===== config.mk =====
export PLATFORM = sky130hd
export DESIGN_NAME = pced_top
export DESIGN_NICKNAME = d
export VERILOG_FILES = /design/src/hdl/pced_sync.v /design/src/hdl/pced_top.v
export VERILOG_INCLUDE_DIRS = /design/src /design/src/hdl
export SDC_FILE = /design/constraint.sdc
export NUM_CORES = 1
export LEC_CHECK = 0
export BUFFER_PORTS_ARGS = -buffer_cell sky130_fd_sc_hd__buf_4
export CAP_MARGIN = 20
export CORE_MARGIN = 2
export CORE_UTILIZATION = 50
export DETAILED_ROUTE_END_ITERATION = 10
export GPL_ROUTABILITY_DRIVEN = 0
export PLACE_DENSITY = 0.7
export SLEW_MARGIN = 40
export SYNTH_ARGS = -nofsm -noshare
export SYNTH_HDL_FRONTEND = slang
export SYNTH_SLANG_ARGS = --single-unit
export TNS_END_PERCENT = 5

===== constraint.sdc =====
create_clock -name clk -period 2.3 [get_ports clk]
set_input_delay 0.115 -clock clk [delete_from_list [all_inputs] [get_ports clk]]
set_output_delay 0.115 -clock clk [all_outputs]
set_load 0.005 [all_outputs]

===== src/hdl/pced_regs.vh =====
// Register offsets, field positions, reset values for the pin change edge detector.
// Assumes an APB slave with 32-bit data; offsets are word indices, byte address = 4 * index.
// How it works
// - Enabled falling edge sets the pin change flag and interrupt flag.
// - Enabled rising edge sets the pin change flag and interrupt flag.
// - A zero enable bit ignores that edge direction entirely on that pin.
// - Ports A, B, C each have an eight-bit read-write falling enable, reset zero.
// - Ports A, B, C each have an eight-bit read-write rising enable, reset zero.
// - Port E implements only bit 3 enables, for port E pin 3.
// - Reset-pin or low-voltage-program config disables port E pin 3 detection.
// - Change flags set by hardware, cleared by software writing zero, reset zero.
`ifndef PCED_REGS_VH
`define PCED_REGS_VH
`define PCED_IDX_WIDTH 12
`define PCED_IDX_PA_FLAG 12'hF0A
`define PCED_IDX_PA_FALL 12'hF0B
`define PCED_IDX_PA_RISE 12'hF0C
`define PCED_IDX_PB_FLAG 12'hF12
`define PCED_IDX_PB_FALL 12'hF13
`define PCED_IDX_PB_RISE 12'hF14
`define PCED_IDX_PC_FLAG 12'hF1A
`define PCED_IDX_PC_FALL 12'hF1B
`define PCED_IDX_PC_RISE 12'hF1C
`define PCED_IDX_PE_FLAG 12'hF27
`define PCED_IDX_PE_FALL 12'hF28
`define PCED_IDX_PE_RISE 12'hF29
`define PCED_IDX_IRQ_STAT 12'hF30
`define PCED_IDX_IRQ_MASK 12'hF31
`define PCED_PE_BIT 3
`define PCED_PE_MASK 8'h08
`define PCED_RESET_8 8'h00
`define PCED_IRQ_CHANGE_BIT 0
`define PCED_SETTLE_CYCLES 3'h4
`endif


===== src/hdl/pced_sync.v =====
// Three-stage synchroniser with agreement filter for a bus of pin inputs.
// Assumes pins are asynchronous to clk.
`timescale 1ns/100ps
module pced_sync #(
    parameter WIDTH = 25
) (
    input wire clk,
    input wire reset,
    input wire [WIDTH-1:0] pin_async,
    output reg [WIDTH-1:0] pin_level
);
    reg [WIDTH-1:0] stage1;
    reg [WIDTH-1:0] stage2;
    reg [WIDTH-1:0] stage3;
    integer i;

    always @(posedge clk) begin
        if (reset) begin
            stage1 <= {WIDTH{1'b0}};
            stage2 <= {WIDTH{1'b0}};
            stage3 <= {WIDTH{1'b0}};
            pin_level <= {WIDTH{1'b0}};
        end else begin
            stage1 <= pin_async;
            stage2 <= stage1;
            stage3 <= stage2;
            for (i = 0; i < WIDTH; i = i + 1) begin
                if (stage2[i] == stage3[i]) begin
                    pin_level[i] <= stage3[i];
                end
            end
        end
    end
endmodule // pced_sync


===== src/hdl/pced_top.v =====
// Pin change edge detector for ports A, B, C and port E bit 3, with APB registers.
// Assumes APB master on clk; pins are asynchronous and are synchronised here.
//
// Decided for this implementation: register access over APB.
`timescale 1ns/100ps
`include "pced_regs.vh"
module pced_top (
    input wire clk,
    input wire reset,
    input wire psel,
    input wire penable,
    input wire pwrite,
    input wire [31:0] paddr,
    input wire [31:0] pwdata,
    input wire [3:0] pstrb,
    output reg [31:0] prdata,
    output reg pready,
    output reg pslverr,
    input wire [7:0] porta_pin,
    input wire [7:0] portb_pin,
    input wire [7:0] portc_pin,
    input wire port_e_bit3_pin,
    input wire external_reset_pin_enable,
    input wire low_voltage_program_enable,
    output reg pin_change_interrupt,
    output reg irq
);
    reg [7:0] porta_fall_enable;
    reg [7:0] porta_rise_enable;
    reg [7:0] portb_fall_enable;
    reg [7:0] portb_rise_enable;
    reg [7:0] portc_fall_enable;
    reg [7:0] portc_rise_enable;
    reg porte_fall_bit;
    reg porte_rise_bit;
    reg [7:0] porta_change_flags;
    reg [7:0] portb_change_flags;
    reg [7:0] portc_change_flags;
    reg porte_flag_bit;
    reg irq_status;
    reg irq_mask;
    reg [24:0] prev_level;
    reg prev_valid;
    reg [2:0] settle_count;
    reg ext_sync1;
    reg ext_sync2;
    reg ext_sync3;
    reg ext_level;
    reg lvp_sync1;
    reg lvp_sync2;
    reg lvp_sync3;
    reg lvp_level;
    wire cfg_block;
    wire [24:0] pin_level;
    wire [24:0] fall_en;
    wire [24:0] rise_en;
    wire [24:0] fall_hit;
    wire [24:0] rise_hit;
    wire [24:0] edge_hit;
    wire wr_access;
    wire rd_access;
    wire [`PCED_IDX_WIDTH-1:0] idx;
    wire addr_ok;
    wire [7:0] wbyte;
    wire any_flag;
    reg [7:0] next_rdata;
    reg next_err;
    wire setup_phase;
    wire wr_pa_flag;
    wire wr_pa_fall;
    wire wr_pa_rise;
    wire wr_pb_flag;
    wire wr_pb_fall;
    wire wr_pb_rise;
    wire wr_pc_flag;
    wire wr_pc_fall;
    wire wr_pc_rise;
    wire wr_pe_flag;
    wire wr_pe_fall;
    wire wr_pe_rise;
    wire wr_irq_stat;
    wire wr_irq_mask;

    pced_sync #(
        .WIDTH(25)
    ) u_sync (
        .clk(clk),
        .reset(reset),
        .pin_async({port_e_bit3_pin, portc_pin, portb_pin, porta_pin}),
        .pin_level(pin_level)
    );

    // each strap synchronised and filtered on its own
    always @(posedge clk) begin
        if (reset) begin
            ext_sync1 <= 1'b0;
            ext_sync2 <= 1'b0;
            ext_sync3 <= 1'b0;
            ext_level <= 1'b0;
            lvp_sync1 <= 1'b0;
            lvp_sync2 <= 1'b0;
            lvp_sync3 <= 1'b0;
            lvp_level <= 1'b0;
        end else begin
            ext_sync1 <= external_reset_pin_enable;
            ext_sync2 <= ext_sync1;
            ext_sync3 <= ext_sync2;
            lvp_sync1 <= low_voltage_program_enable;
            lvp_sync2 <= lvp_sync1;
            lvp_sync3 <= lvp_sync2;
            if (ext_sync2 == ext_sync3) begin
                ext_level <= ext_sync3;
            end
            if (lvp_sync2 == lvp_sync3) begin
                lvp_level <= lvp_sync3;
            end
        end
    end

    // either strap takes port E pin 3 away
    assign cfg_block = ext_level | lvp_level;

    assign fall_en = {porte_fall_bit & ~cfg_block,
        portc_fall_enable,
        portb_fall_enable,
        porta_fall_enable};
    assign rise_en = {porte_rise_bit & ~cfg_block,
        portc_rise_enable,
        portb_rise_enable,
        porta_rise_enable};

    assign fall_hit = prev_level & ~pin_level & fall_en;

    assign rise_hit = ~prev_level & pin_level & rise_en;

    assign edge_hit = prev_valid ? (fall_hit | rise_hit) : 25'h0000000;

    assign wr_access = psel & penable & pwrite;
    assign rd_access = psel & penable & ~pwrite;
    assign idx = paddr[`PCED_IDX_WIDTH+1:2];
    assign addr_ok = (paddr[31:`PCED_IDX_WIDTH+2] == 18'h00000) & (paddr[1:0] == 2'h0);
    assign wbyte = pstrb[0] ? pwdata[7:0] : 8'h00;
    // Setup cycle of a transfer
    assign setup_phase = psel & ~penable;

    // Write of zero clears a flag bit; set wins
    function [7:0] flag_next;
        input [7:0] cur;
        input [7:0] hit;
        input clr_sel;
        input [7:0] data;
        begin
            if (clr_sel) begin
                flag_next = (cur & data) | hit;
            end else begin
                flag_next = cur | hit;
            end
        end
    endfunction

    function sel_wr;
        input [`PCED_IDX_WIDTH-1:0] a;
        input [`PCED_IDX_WIDTH-1:0] b;
        input ok;
        input wr;
        input lane;
        begin
            sel_wr = wr & ok & lane & (a == b);
        end
    endfunction

    // Write strobes, byte lane 0 only: flag registers
    assign wr_pa_flag = sel_wr(idx, `PCED_IDX_PA_FLAG, addr_ok, wr_access, pstrb[0]);
    assign wr_pb_flag = sel_wr(idx, `PCED_IDX_PB_FLAG, addr_ok, wr_access, pstrb[0]);
    assign wr_pc_flag = sel_wr(idx, `PCED_IDX_PC_FLAG, addr_ok, wr_access, pstrb[0]);
    assign wr_pe_flag = sel_wr(idx, `PCED_IDX_PE_FLAG, addr_ok, wr_access, pstrb[0]);

    // Enable and interrupt control registers
    assign wr_pa_fall = sel_wr(idx, `PCED_IDX_PA_FALL, addr_ok, wr_access, pstrb[0]);
    assign wr_pa_rise = sel_wr(idx, `PCED_IDX_PA_RISE, addr_ok, wr_access, pstrb[0]);
    assign wr_pb_fall = sel_wr(idx, `PCED_IDX_PB_FALL, addr_ok, wr_access, pstrb[0]);
    assign wr_pb_rise = sel_wr(idx, `PCED_IDX_PB_RISE, addr_ok, wr_access, pstrb[0]);
    assign wr_pc_fall = sel_wr(idx, `PCED_IDX_PC_FALL, addr_ok, wr_access, pstrb[0]);
    assign wr_pc_rise = sel_wr(idx, `PCED_IDX_PC_RISE, addr_ok, wr_access, pstrb[0]);
    assign wr_pe_fall = sel_wr(idx, `PCED_IDX_PE_FALL, addr_ok, wr_access, pstrb[0]);
    assign wr_pe_rise = sel_wr(idx, `PCED_IDX_PE_RISE, addr_ok, wr_access, pstrb[0]);
    assign wr_irq_stat = sel_wr(idx, `PCED_IDX_IRQ_STAT, addr_ok, wr_access, pstrb[0]);
    assign wr_irq_mask = sel_wr(idx, `PCED_IDX_IRQ_MASK, addr_ok, wr_access, pstrb[0]);

    // Port E bit 3 back into its byte lane
    function [7:0] porte_byte;
        input bit_val;
        begin
            porte_byte = bit_val ? `PCED_PE_MASK : `PCED_RESET_8;
        end
    endfunction

    always @(posedge clk) begin
        if (reset) begin
            porta_fall_enable <= `PCED_RESET_8;
            porta_rise_enable <= `PCED_RESET_8;
            portb_fall_enable <= `PCED_RESET_8;
            portb_rise_enable <= `PCED_RESET_8;
            portc_fall_enable <= `PCED_RESET_8;
            portc_rise_enable <= `PCED_RESET_8;
            porte_fall_bit <= 1'b0;
            porte_rise_bit <= 1'b0;
            irq_mask <= 1'b0;
        end else begin
            if (wr_pa_fall) begin
                porta_fall_enable <= wbyte;
            end
            if (wr_pa_rise) begin
                porta_rise_enable <= wbyte;
            end
            if (wr_pb_fall) begin
                portb_fall_enable <= wbyte;
            end
            if (wr_pb_rise) begin
                portb_rise_enable <= wbyte;
            end
            if (wr_pc_fall) begin
                portc_fall_enable <= wbyte;
            end
            if (wr_pc_rise) begin
                portc_rise_enable <= wbyte;
            end
            if (wr_pe_fall) begin
                porte_fall_bit <= wbyte[`PCED_PE_BIT];
            end
            if (wr_pe_rise) begin
                porte_rise_bit <= wbyte[`PCED_PE_BIT];
            end
            if (wr_irq_mask) begin
                irq_mask <= wbyte[`PCED_IRQ_CHANGE_BIT];
            end
        end
    end

    // sticky flags, software clear by zero, set wins
    always @(posedge clk) begin
        if (reset) begin
            porta_change_flags <= `PCED_RESET_8;
            portb_change_flags <= `PCED_RESET_8;
            portc_change_flags <= `PCED_RESET_8;
            porte_flag_bit <= 1'b0;
            prev_level <= 25'h0000000;
        end else begin
            prev_level <= pin_level;
            porta_change_flags <= flag_next(porta_change_flags, edge_hit[7:0], wr_pa_flag, wbyte);
            portb_change_flags <= flag_next(portb_change_flags, edge_hit[15:8], wr_pb_flag, wbyte);
            portc_change_flags <= flag_next(portc_change_flags, edge_hit[23:16], wr_pc_flag, wbyte);
            if (edge_hit[24]) begin
                porte_flag_bit <= 1'b1;
            end else if (wr_pe_flag) begin
                porte_flag_bit <= porte_flag_bit & wbyte[`PCED_PE_BIT];
            end
        end
    end

    // no edge until synchroniser holds real pin levels
    always @(posedge clk) begin
        if (reset) begin
            settle_count <= 3'h0;
            prev_valid <= 1'b0;
        end else begin
            if (settle_count != `PCED_SETTLE_CYCLES) begin
                settle_count <= settle_count + 3'h1;
            end
            prev_valid <= (settle_count == `PCED_SETTLE_CYCLES);
        end
    end

    // interrupt flag is OR of flags
    assign any_flag = (|porta_change_flags) | (|portb_change_flags) | (|portc_change_flags) | porte_flag_bit;

    // Sticky status on any enabled edge, write one clears
    always @(posedge clk) begin
        if (reset) begin
            irq_status <= 1'b0;
            pin_change_interrupt <= 1'b0;
            irq <= 1'b0;
        end else begin
            if (|edge_hit) begin
                irq_status <= 1'b1;
            end else if (wr_irq_stat & wbyte[`PCED_IRQ_CHANGE_BIT]) begin
                irq_status <= 1'b0;
            end
            pin_change_interrupt <= any_flag;
            irq <= irq_status & irq_mask;
        end
    end

    // Read mux and unmapped decode
    always @* begin
        next_rdata = 8'h00;
        next_err = 1'b0;
        if (!addr_ok) begin
            next_err = 1'b1;
        end else begin
            case (idx)
                `PCED_IDX_PA_FLAG: next_rdata = porta_change_flags;
                `PCED_IDX_PA_FALL: next_rdata = porta_fall_enable;
                `PCED_IDX_PA_RISE: next_rdata = porta_rise_enable;
                `PCED_IDX_PB_FLAG: next_rdata = portb_change_flags;
                `PCED_IDX_PB_FALL: next_rdata = portb_fall_enable;
                `PCED_IDX_PB_RISE: next_rdata = portb_rise_enable;
                `PCED_IDX_PC_FLAG: next_rdata = portc_change_flags;
                `PCED_IDX_PC_FALL: next_rdata = portc_fall_enable;
                `PCED_IDX_PC_RISE: next_rdata = portc_rise_enable;
                `PCED_IDX_PE_FLAG: next_rdata = porte_byte(porte_flag_bit);
                `PCED_IDX_PE_FALL: next_rdata = porte_byte(porte_fall_bit);
                `PCED_IDX_PE_RISE: next_rdata = porte_byte(porte_rise_bit);
                `PCED_IDX_IRQ_STAT: next_rdata = {7'h00, irq_status};
                `PCED_IDX_IRQ_MASK: next_rdata = {7'h00, irq_mask};
                default: next_err = 1'b1;
            endcase
        end
    end

    // Zero-wait APB answer, registered
    always @(posedge clk) begin
        if (reset) begin
            prdata <= 32'h00000000;
            pready <= 1'b0;
            pslverr <= 1'b0;
        end else begin
            pready <= setup_phase;
            pslverr <= setup_phase & next_err;
            if (setup_phase & ~pwrite) begin
                prdata <= {24'h000000, next_rdata};
            end
        end
    end

    wire unused_rd;
    assign unused_rd = rd_access;
endmodule // pced_top


==> flow_summary.ini <==
[sta]
finalHoldViolCount = 0
final_setup_violation_count = 0
worst_slew_pin_slew_ns = 0.820
layout_min_cycle_time_ns = 1.92
final.setup_skew_ns = 0.0106
rsz0062_at_grt = false
number_of_pins_exceeding_their_max_slew_limit_in_the_final_report = 0
tns_ns = 0
peak_clock_frequency_supported_by_timing_mhz = 520
finalCritPeriodShare = 0.837
timing.max_slew.rel_slack = 0.453

[floorplanning]
initial_core_util = 0.508
rows = 49
floorplan.die_area_mm2 = 0.0193
die_y_um = 139
core_area_mm2 = 0.0179
top_level_ports = 136
dieWidth_um = 139

[global_route]
grt_util_all_layers = 0.227
first_global_vias = 6761
grt_pass1_wl_um = 35700
antenna_found_initial = 0
grt_max_degree = 174
overflow = 0

[layout]
area.sequential_mm2 = 0.00452
area_growth_pct = 21.6
fillerInstances = 1517
final_layout_size_suffix_gt1_frac = 0.160
multiInputGateArea_mm2 = 0.00423
post-route-cell-area_mm2 = 0.0111
diodes = 0
final_net_count = 1183

[critical_path]
worst-setup-path-type = input pin to register
required_ns = 2.68
reg2reg_to = irq_status$_SDFFE_PP0P_
worst-r2r-cell-count = 5
timing.reg2reg.setup_slack_ns = 0.39
cp-start-kind = input pin
worst_reg2reg_path_startpoint = prev_valid$_SDFF_PP0_
startpoint = penable
cp_max_fo = 8
cp_capture_type = register
critPathArrivalTime_ns = 2.30

[routing]
dr_total_vias = 7352
detail_route.wl_per_cell_um = 17.0
drtPass1Iterations = 5
drcViolationCount = 0
drtAntennaViolNets = 0
postRouteWirelength_um = 22500
detailedRoute.firstIterationViolations = 692
routed_vias_inst = 5.54

[synthesis]
netlist.area_leader.share = 0.498
async_flop_share = 0
synthDistinctLibCells = 66
synth_top_cells_by_count = dfxtp_1 (226), nand2_1 (115), nor2b_1 (110)
ys_top_cells_by_area = dfxtp_1 (50%), nor2b_1 (7.6%), mux2i_1 (5.8%)
yosys_warnings = 0
synth-main-ff-cell = dfxtp_1
number_of_enable_type_register_cells_in_the_synthesized_netlist = 0
synth-seq-cells = 226
synth_sequential_area_ratio = 0.498
yosys.cell_count.top_type = dfxtp_1
synth_top_cell_by_area = dfxtp_1
mappedNetlistArea_mm2 = 0.00909
netlist_instances = 967
syn-mean-instance-area_um2 = 9.40

[clock_network]
clock-sinks = 226
cts_root_buffer = clkbuf_16
postCtsResizedCells = 0
cts.clk_slew.worst_paths_ns = 0.07
clk_path_buf_depth = 3
clkLatencyLatePin_ns = 0.53
cts_inserted_buffers = 24
cts_max_level = 1
tritoncts = done

[power_and_ir_drop]
pwr_density_cell_mw_per_mm2 = 764
vdd_drop_max_mv = 0.669
total_power_mw = 8.45
power_leakage_nw = 4.22

[min_path]
worst_hold_path.num_cells = 4
worst_hold_startpoint = pwdata[0]
hold_class = input pin to register
min_delay_worst_endpoint = irq_status$_SDFFE_PP0P_

[place]
dp.final_hpwl_um = 15300
placed_cell_area_mm2 = 0.00989
port_buffers = 84

[run_status]
status = complete, no violations

[job]
cap_violations = 0
## cells by family after synthesis
| group | after synthesis | share of synthesized area |
|---|---|---|
| and+or+nand+nor | 402 | 0.261 |
| DFF | 226 | 0.498 |
| AOI/OAI and AO/OA | 194 | 0.126 |
| buffers and inverters | 83 | 0.0464 |
| muxes | 57 | 0.0633 |
| adders and majority gates | 2 | 0.00275 |
| xor gates and xnor gates | 2 | 0.00193 |
| other | 1 | 0.000412 |
## how the worst max path moves through the flow
stage / end / cells past startpoint / slack, ns
6_report: porta_change_flags[0]$_SDFF_PP0_ / 7 / 0.38
3_3_place_gp: porta_change_flags[2]$_SDFF_PP0_ / 6 / 0.30
5_1_grt: irq_status$_SDFFE_PP0P_ / 5 / 0.30
3_5_place_dp: porta_change_flags[0]$_SDFF_PP0_ / 6 / 0.27
4_1_cts: irq_status$_SDFFE_PP0P_ / 5 / 0.40
2_1_floorplan: porta_change_flags[0]$_SDFF_PP0_ / 7 / 0.59
## layout make-up
cell class / instances / share of cell area
Inverter: 10 / 0.00339
Timing Repair Buffer: 138 / 0.103
Clock inverter: 14 / 0.0163
Multi-Input combinational cell: 681 / 0.383
Sequential cell: 226 / 0.409
Tap cell: 229 / 0.0259
Clock buffer: 30 / 0.0600
## report_power, final
group	switching (mW)	total (mW)	internal, mW
sequential	0.0313	4.01	3.98
combinational	0.236	0.438	0.203
clock	1.60	4.00	2.40
total	1.86	8.45	6.59
## state kept, by name, summed over array words and instances (netlist names), 3 cells and up
name                cells
settle_count            3
porta_rise_enable       8
portb_fall_enable       8
portb_change_flags      8
porta_change_flags      8
prdata                  8
u_sync.pin_level       25
prev_level             25
u_sync.stage1          25
porta_fall_enable       8
u_sync.stage2          25
portb_rise_enable       8
portc_change_flags      8
portc_fall_enable       8
u_sync.stage3          25
portc_rise_enable       8
## routing by layer
layer / global-route usage / vias up / wire length (um)
met4: 0.0962 / 0 / 854
met5: 0 / - / 0
met2: 0.356 / 288 / 10100
met3: 0.0456 / 54 / 1540
li1: - / 3583 / -
met1: 0.306 / 3427 / 10100
## what timing repair did
action                     CTS  global route
hold buffers                33             0
hold endpoints to repair    51             0
setup endpoints to repair    0             0
buffers inserted             0             0
## metrics by stage
step	worst slack, ns	std cells	util	hold slack (ns)
final	0.376	1328	0.618	0.0190
after global routing	0.302	1328	0.618	0.0422
after CTS	0.402	1328	0.618	0.000228
after detailed placement	0.273	1251	0.552	0.329
after global placement	0.302	1251	0.552	0.325
after floorplan	0.592	990	-	0.243
## worst max-delay path: stages
cell           delay (ns)
dlygate4sd3_1        0.53
buf_4                0.11
and4_1               0.22
and3_1               0.28
or4b_1               0.70
o21ai_1              0.24
a21oi_1              0.10
## layout by cell type, fill, tap and decap left out, drive strengths merged, types with 6 or more instances in the layout
| master | n |
|---|---|
| nand2 | 118 |
| clkbuf | 30 |
| and3b | 16 |
| inv | 9 |
| nor4 | 12 |
| nor2b | 110 |
| nand3b | 11 |
| conb | 24 |
| nor3 | 7 |
| dfxtp | 226 |
| mux2i | 53 |
| nor2 | 49 |
| a22oi | 8 |
| and2 | 15 |
| buf | 105 |
| a21oi | 57 |
| o22ai | 7 |
| nand4 | 11 |
| o21ai | 81 |
| clkinv | 11 |
| dlygate4sd3 | 33 |
| and4 | 8 |
| nand3 | 18 |
| nand4b | 6 |
No activity file was read; power rests on OpenSTA's default activity.
